File: src/hw/lwu_pkg.sv
// Package for the wakeup source enable and pin flag block
package lwu_pkg;
  localparam int LWU_PINS = 8;
  localparam int LWU_MODS = 8;
  localparam int LWU_AW = 8;
  // Printed offsets are indices, byte address is index times four
  localparam logic [LWU_AW-1:0] LWU_IDX_PIN_EDGE_LO = 8'h00;
  localparam logic [LWU_AW-1:0] LWU_IDX_PIN_EDGE_HI = 8'h01;
  localparam logic [LWU_AW-1:0] LWU_IDX_MOD_ENABLE = 8'h02;
  localparam logic [LWU_AW-1:0] LWU_IDX_PIN_FLAGS = 8'h03;
  localparam logic [LWU_AW-1:0] LWU_IDX_MOD_FLAGS = 8'h04;
  localparam logic [LWU_AW-1:0] LWU_IDX_IRQ_MASK = 8'h08;
  localparam logic [LWU_AW-1:0] LWU_IDX_CTRL = 8'h09;
  localparam logic [7:0] LWU_RST_BYTE = 8'h00;
  localparam logic [1:0] LWU_EDGE_OFF = 2'h0;
  localparam logic [1:0] LWU_EDGE_RISE = 2'h1;
  localparam logic [1:0] LWU_EDGE_FALL = 2'h2;
  localparam logic [1:0] LWU_EDGE_ANY = 2'h3;
  localparam int LWU_CTRL_ARM_BIT = 0;

  typedef struct packed {
    logic [LWU_AW+1:0] paddr;
    logic psel;
    logic penable;
    logic pwrite;
    logic [31:0] pwdata;
  } lwu_apb_req_t;

  typedef struct packed {
    logic [31:0] prdata;
    logic pready;
    logic pslverr;
  } lwu_apb_rsp_t;

  typedef enum logic [1:0] {
    LWU_ST_RUN,
    LWU_ST_ARMED,
    LWU_ST_WOKE
  } lwu_state_t;
endpackage

File: src/hw/lwu_pin_detect.sv
// Per-pin edge detector for the external wake pins
`timescale 1ns/10ps
`default_nettype none
module lwu_pin_detect
  import lwu_pkg::*;
(
  input wire logic pclk,
  input wire logic chip_rst_n,
  input wire logic [LWU_PINS-1:0] external_wake_pin,
  input wire logic [2*LWU_PINS-1:0] pin_edge_enable_field,
  output logic [LWU_PINS-1:0] pin_hit
);
  logic [LWU_PINS-1:0] pin_prev;

  always_ff @(posedge pclk or negedge chip_rst_n)
  begin
    if (!chip_rst_n)
      pin_prev <= '0;
    else
      pin_prev <= external_wake_pin;
  end

  genvar i;
  generate
    for (i = 0; i < LWU_PINS; i++)
    begin : g_pin
      logic [1:0] mode;
      logic rise;
      logic fall;
      assign mode = pin_edge_enable_field[2*i +: 2];
      assign rise = external_wake_pin[i] & ~pin_prev[i];
      assign fall = ~external_wake_pin[i] & pin_prev[i];
      assign pin_hit[i] = (mode == LWU_EDGE_RISE) ? rise :
                          (mode == LWU_EDGE_FALL) ? fall :
                          (mode == LWU_EDGE_ANY) ? (rise | fall) : 1'b0;
    end
  endgenerate
endmodule
`default_nettype wire

File: src/hw/lwu_wake_flags.sv
// Wake source enable and pin flag block with APB registers
//
// Overview of operation
// - Eight module enable bits let each internal module flag wake the chip.
// - Enable and pin flag registers reset only on the non-stop chip reset.
// - A pin flag sets when that enabled pin caused a low-leakage exit.
// - Software cannot set pin flags; writing one clears a flag.
// - A pin flag stays set when its pin edge field is later disabled.
// - On stop-mode wake the pin flag marks the reset source and survives.
// - Each pin has a two-bit field: off, rising, falling or any change.
//
// Register access over APB was left to the implementer.
`timescale 1ns/10ps
`default_nettype none
module lwu_wake_flags
  import lwu_pkg::*;
(
  input wire logic pclk,
  input wire logic presetn,
  input wire logic chip_rst_n,
  input wire logic low_leak_mode,
  input wire logic [LWU_AW+1:0] paddr,
  input wire logic psel,
  input wire logic penable,
  input wire logic pwrite,
  input wire logic [31:0] pwdata,
  output logic [31:0] prdata,
  output logic pready,
  output logic pslverr,
  input wire logic [LWU_PINS-1:0] external_wake_pin,
  input wire logic [LWU_MODS-1:0] module_source_flag,
  output logic wake_request,
  output logic irq
);
  // ==========================================================
  // Bus decode
  lwu_apb_req_t req;
  lwu_apb_rsp_t rsp;
  logic [LWU_AW-1:0] idx;
  logic acc;
  logic wr;
  logic hit_elo;
  logic hit_ehi;
  logic hit_men;
  logic hit_pf;
  logic hit_mf;
  logic hit_msk;
  logic hit_ctl;
  logic mapped;

  assign req = '{paddr: paddr, psel: psel, penable: penable,
                 pwrite: pwrite, pwdata: pwdata};
  assign idx = req.paddr[LWU_AW+1:2];
  // Access phase takes two cycles since pready is registered one cycle after acc
  assign acc = req.psel & req.penable & ~pready;
  assign wr = acc & req.pwrite;
  assign hit_elo = idx == LWU_IDX_PIN_EDGE_LO;
  assign hit_ehi = idx == LWU_IDX_PIN_EDGE_HI;
  assign hit_men = idx == LWU_IDX_MOD_ENABLE;
  assign hit_pf = idx == LWU_IDX_PIN_FLAGS;
  assign hit_mf = idx == LWU_IDX_MOD_FLAGS;
  assign hit_msk = idx == LWU_IDX_IRQ_MASK;
  assign hit_ctl = idx == LWU_IDX_CTRL;
  assign mapped = hit_elo | hit_ehi | hit_men | hit_pf | hit_mf |
                  hit_msk | hit_ctl;

  // ==========================================================
  // Registers
  // Chip reset domain: survives the stop-mode wake reset on presetn
  logic [7:0] edge_lo;
  logic [7:0] edge_hi;
  logic [7:0] module_source_enable_bit;
  logic [7:0] pin_source_flag;
  // Bus reset domain: irq_mask, arm, irq and the bus response
  logic [7:0] irq_mask;
  logic arm;
  lwu_state_t state;
  lwu_state_t next_state;
  logic [LWU_PINS-1:0] pin_hit;
  logic [LWU_PINS-1:0] pin_set;
  logic [LWU_PINS-1:0] pin_clr;
  logic [7:0] next_flags;
  logic [LWU_MODS-1:0] mod_hit;
  logic wake_now;

  lwu_pin_detect u_detect (
    .pclk(pclk),
    .chip_rst_n(chip_rst_n),
    .external_wake_pin(external_wake_pin),
    .pin_edge_enable_field({edge_hi, edge_lo}),
    .pin_hit(pin_hit)
  );

  assign mod_hit = module_source_flag & module_source_enable_bit;
  // only a pin that wakes the chip
  assign pin_set = (state == LWU_ST_ARMED) ? pin_hit : '0;
  assign pin_clr = (wr && hit_pf) ? req.pwdata[7:0] : '0;
  // no dependence on the edge field once set
  assign next_flags = (pin_source_flag & ~pin_clr) | pin_set;
  assign wake_now = (state == LWU_ST_ARMED) &&
                    ((|pin_hit) || (|mod_hit));

  always_ff @(posedge pclk or negedge chip_rst_n)
  begin
    if (!chip_rst_n)
    begin
      edge_lo <= LWU_RST_BYTE;
      edge_hi <= LWU_RST_BYTE;
      module_source_enable_bit <= LWU_RST_BYTE;
    end
    else
    begin
      if (wr && hit_elo)
        edge_lo <= req.pwdata[7:0];
      if (wr && hit_ehi)
        edge_hi <= req.pwdata[7:0];
      if (wr && hit_men)
        module_source_enable_bit <= req.pwdata[7:0];
    end
  end

  // flag kept across the wake reset
  always_ff @(posedge pclk or negedge chip_rst_n)
  begin
    if (!chip_rst_n)
      pin_source_flag <= LWU_RST_BYTE;
    else
      pin_source_flag <= next_flags;
  end

  // ==========================================================
  // Wake sequencing
  always_comb
  begin
    next_state = state;
    case (state)
      LWU_ST_RUN:
        if (low_leak_mode && arm)
          next_state = LWU_ST_ARMED;
      LWU_ST_ARMED:
        if (wake_now)
          next_state = LWU_ST_WOKE;
        else if (!low_leak_mode)
          next_state = LWU_ST_RUN;
      LWU_ST_WOKE:
        if (!low_leak_mode)
          next_state = LWU_ST_RUN;
      default:
        next_state = LWU_ST_RUN;
    endcase
  end

  // Wake state sits in chip reset so it is not lost to the wake reset
  always_ff @(posedge pclk or negedge chip_rst_n)
  begin
    if (!chip_rst_n)
    begin
      state <= LWU_ST_RUN;
      wake_request <= 1'b0;
    end
    else
    begin
      state <= next_state;
      wake_request <= (next_state == LWU_ST_WOKE);
    end
  end

  always_ff @(posedge pclk or negedge presetn)
  begin
    if (!presetn)
    begin
      irq_mask <= LWU_RST_BYTE;
      arm <= 1'b0;
      irq <= 1'b0;
    end
    else
    begin
      if (wr && hit_msk)
        irq_mask <= req.pwdata[7:0];
      if (wr && hit_ctl)
        arm <= req.pwdata[LWU_CTRL_ARM_BIT];
      irq <= |(next_flags & irq_mask);
    end
  end

  // ==========================================================
  // Read path
  logic [7:0] rd_byte;
  // module flags are read only here
  assign rd_byte = hit_elo ? edge_lo :
                   hit_ehi ? edge_hi :
                   hit_men ? module_source_enable_bit :
                   hit_pf ? pin_source_flag :
                   hit_mf ? module_source_flag :
                   hit_msk ? irq_mask :
                   hit_ctl ? {7'h00, arm} : 8'h00;
  assign rsp = '{prdata: {24'h000000, rd_byte}, pready: acc,
                 pslverr: acc & ~mapped};

  always_ff @(posedge pclk or negedge presetn)
  begin
    if (!presetn)
    begin
      prdata <= 32'h00000000;
      pready <= 1'b0;
      pslverr <= 1'b0;
    end
    else
    begin
      pready <= rsp.pready;
      pslverr <= rsp.pslverr;
      if (acc && !req.pwrite)
        prdata <= rsp.prdata;
    end
  end
endmodule
`default_nettype wire

File: config.mk
export PLATFORM = sky130hd
export DESIGN_NAME = lwu_wake_flags
export DESIGN_NICKNAME = d
export VERILOG_FILES = /design/src/hw/lwu_pkg.sv /design/src/hw/lwu_pin_detect.sv /design/src/hw/lwu_wake_flags.sv
export SDC_FILE = /design/constraint.sdc
export NUM_CORES = 1
export LEC_CHECK = 0
export ABC_AREA = 1
export BUFFER_PORTS_ARGS = -buffer_cell sky130_fd_sc_hd__buf_4
export CAP_MARGIN = 20
export CORE_MARGIN = 2
export CORE_UTILIZATION = 45
export CTS_CLUSTER_DIAMETER = 120
export DETAILED_ROUTE_END_ITERATION = 10
export PLACE_DENSITY = 0.75
export SLEW_MARGIN = 20
export SYNTH_ARGS = -nofsm -noshare
export SYNTH_HDL_FRONTEND = slang
export SYNTH_SLANG_ARGS = --single-unit
File: constraint.sdc
create_clock -name pclk -period 1.2 [get_ports pclk]
set_input_delay 0.24 -clock pclk [delete_from_list [all_inputs] [get_ports pclk]]
set_output_delay 0.24 -clock pclk [all_outputs]
set_load 0.1 [all_outputs]
==> run_results.csv <==
group,metric,value,unit
setup_path,critPathBufInv,1,
setup_path,cp.arrival,1790,ps
synthesis,netlist_area,3730,um^2
grt,grt_start_max_net_pins,27,
drt,vias_per_cell,5.08,
cts,cts-htree-levels,3,
floorplanning,die_h,95.1,um
setup_path,path_cells,"ha_4 > nand3_2 > o21ai_2 > nor2_2 > buf_4 > nand2_1 > nand2_1 > nand2_1 > nand2_1 > nor2_1 > nand2_1",
setup_path,crit_slowest_cell,"dfrtp_1",
drt,drt_iter0_drc,260,
floorplanning,start_util,45.9,%
grt,grt_pass1_wl,17.1,mm
timing,hold_violations,0,
cells_and_area,num_antenna_cells,0,
cts,clock_path_buffers,2,
drt,wirelength,10.8,mm
place,post-place-ws,-371,ps
timing,worst_slack,-372,ps
timing,fin_crit,1570,ps
cts,cts_tree,"yes",
power,p_total,5320,uW
drt,ant_nets,0,
power,combPwrFrac,19.1,%
grt,gr-total-overflow,0,
drt,drcViolationCount,0,
timing,final-setup-viol-count,55,
setup_path,cpMostUsedCell,"nand2_1",
floorplanning,ios,101,
timing,setup_tns,-10580,ps
setup_path,cp_max_fo,2,
place,hpwl,7.91,mm
status,failed_checks,"negative setup slack",
flow_run,drv_cap,0,
timing,fmax,636,MHz
hold_path,worstHoldPathType,"in -> reg",
synthesis,synth-seq-cells,63,
floorplanning,rows,33,
synthesis,synth_cell_type_count,30,
hold_path,holdPathStages,1,
power,p_int,3690,uW
cts,clk_latency,340,ps
setup_path,worstRegToRegCells,11,
power,power_frac_clock,39.4,%
synthesis,yosys.area.top_type,"dfrtp_1",
grt,antenna_found_initial,0,
synthesis,synth_top_area_share,42.2,%
cts,cts_sinks,63,
setup_path,slowest_delay,420,ps
drt,wl_per_cell,15.5,um
setup_path,start_kind,"flip-flop",
synthesis,synthCells,466,
hold_path,holdPathEnd,"u_detect.pin_prev[2]",
setup_path,worstSetupPathType,"reg -> reg",
timing,finalCritPeriodShare,131,%
drt,first_pass_iters,5,
setup_path,rr_startpoint,"u_detect.pin_prev[6]",
setup_path,path_delay_family,"simple AND/OR/NAND/NOR gates",
cts,cts_buffers,9,
cts,clkTransAtPathRegs,80,ps
synthesis,synth_area_leaders,"dfrtp_1 (42%), nand2_1 (12%), nand3_1 (6.6%), ha_1 (5.4%), buf_4 (5.0%)",
power,swShare,30.7,%
status,status,"complete, but fails checks",
timing,maxSlewViolCount,0,
place,place.gp.congestion,0.937,
cells_and_area,syn2layout_area_growth,40.3,%
setup_path,ff2ff_setup_slack,-370,ps
floorplanning,die_x,95.1,um
cts,clockRootBuffer,"clkbuf_8",
power,ir_drop,0.487,mV
cells_and_area,drive_gt1_share,37.3,%
place,portBuffers,50,
cells_and_area,nets,668,
setup_path,r2r-end,"irq",
power,p_sw,1630,uW
setup_path,crit_path_end_kind,"flip-flop",
grt,track_usage,25.1,%
hold_path,min_from,"external_wake_pin[2]",
timing,rsz0062_at_grt,"true",
synthesis,yosys_warnings,0,
power,pwr_density_cell,1020,nW/um^2
floorplanning,dieArea,9040,um^2
power,leakage,0.00271,uW
setup_path,critPathRequiredTime,1420,ps
timing,skew,8.97,ps
drt,vias,3538,
grt,grt_pass1_vias,3609,
power,p_seq_share,41.4,%
floorplanning,core_region_area,8130,um^2
synthesis,synth_sequential_area_ratio,42.2,%
synthesis,syn_avg_cell_area,8.01,um^2
==> worst max path at each step <==
stage / startpoint / to / slack (ps) / depth (start not counted)
after global routing: pready / irq / -480 / 11
after floorplan: pready / irq / -430 / 11
after global placement: paddr[7] / irq / -340 / 12
after CTS: pready / irq / -360 / 11
final: u_detect.pin_prev[6] / irq / -370 / 11
after detailed placement: paddr[7] / irq / -370 / 12
==> metrics by stage <==
step	hold WS, ps	instance area (um^2)	std cells	utilization, %
floorplan	-55.6	3920	489	-
global placement	131	4610	669	56.7
detailed placement	137	4610	669	56.7
CTS	13.7	5040	691	61.9
global route	13.2	5240	697	64.4
finish	22.0	5240	697	64.4
==> layer usage <==
metal | GRT usage [%] | up-vias | share of wire, %
met1 | 31.7 | 1674 | 42
li1 | - | 1701 | -
met5 | 0 | - | 0
met2 | 42.4 | 139 | 51
met3 | 4.11 | 24 | 5.0
met4 | 11.5 | 0 | 2.7
==> logic make-up after synthesis <==
family,Yosys count,share of synthesized area (%)
flip-flops,63,42.2
other,1,0.100
AO/OA/AOI/OAI,66,9.99
AND/OR/NAND/NOR,233,29.3
buffers and inverters,87,13.0
adder cells (fa/ha/maj),16,5.36
==> power by group through the flow <==
stage	registers [uW]	clock network, uW	logic [uW]
2_1_floorplan	2330	0	577
3_3_place_gp	2230	0	921
3_5_place_dp	2240	0	937
4_1_cts	2200	2110	982
5_1_grt	2210	2190	1080
6_report	2200	2100	1020
==> worst reg2reg max path, stage by stage (launching register included) <==
cell and delay, ps:
dfrtp_1 420, ha_4 280, nand3_2 80, o21ai_2 70, nor2_2 60, buf_4 130
nand2_1 50, nand2_1 70, nand2_1 80, nand2_1 50, nor2_1 100, nand2_1 70
==> cells in the mapped netlist <==
master	count
nand2_1	118
dfrtp_1	63
nand3_1	49
inv_1	47
buf_4	25
nor2_1	23
o21ai_1	23
a21oi_1	19
ha_1	16
o21ai_0	11
nand2_2	10
nand4_1	10
o21ai_2	8
buf_6	6
nor2_2	6
or2_2	6
inv_2	4
a21o_1	3
buf_2	3
nand3_2	3
nor2_4	3
o211ai_1	2
buf_12	1
clkbuf_1	1
conb_1	1
nand2_4	1
nand3_4	1
nor3_1	1
nor3_2	1
nor4_2	1
==> cell usage in the layout, fill, tap and decap left out, drive strengths merged, types with 3 or more instances in the layout <==
cell,n
inv,51
o21ai,42
ha,16
a21oi,19
nand3,54
clkbuf,11
nor2,32
buf,120
a21o,3
dfrtp,63
nand4,10
conb,24
nand2,129
or2,6
==> layout make-up <==
class | count | area [um^2]
clock buffer | 11 | 141
clock inverter | 5 | 81.3
fill | 685 | 2890
inverter | 51 | 196
multi-input combinational | 340 | 2030
sequential | 63 | 1580
tap | 105 | 131
timing repair buffer | 122 | 1080
==> state kept, by name, indices dropped and copies added, names as in the netlist, 2 cells and up <==
name and count:
module_source_enable_bit 8, prdata 8, state 2, edge_hi 8, edge_lo 8, pin_source_flag 8
irq_mask 8, u_detect.pin_prev 8
==> repair_timing <==
action                                  CTS  global route
setup buffers                             3             6
pin swaps                                 6            12
hold endpoints to repair                 37             0
hold buffers                              2             0
gates cloned                              1             0
endpoints found under the setup margin   64            65
resized for setup                        36            39
Power figures use the tool's default switching activity.
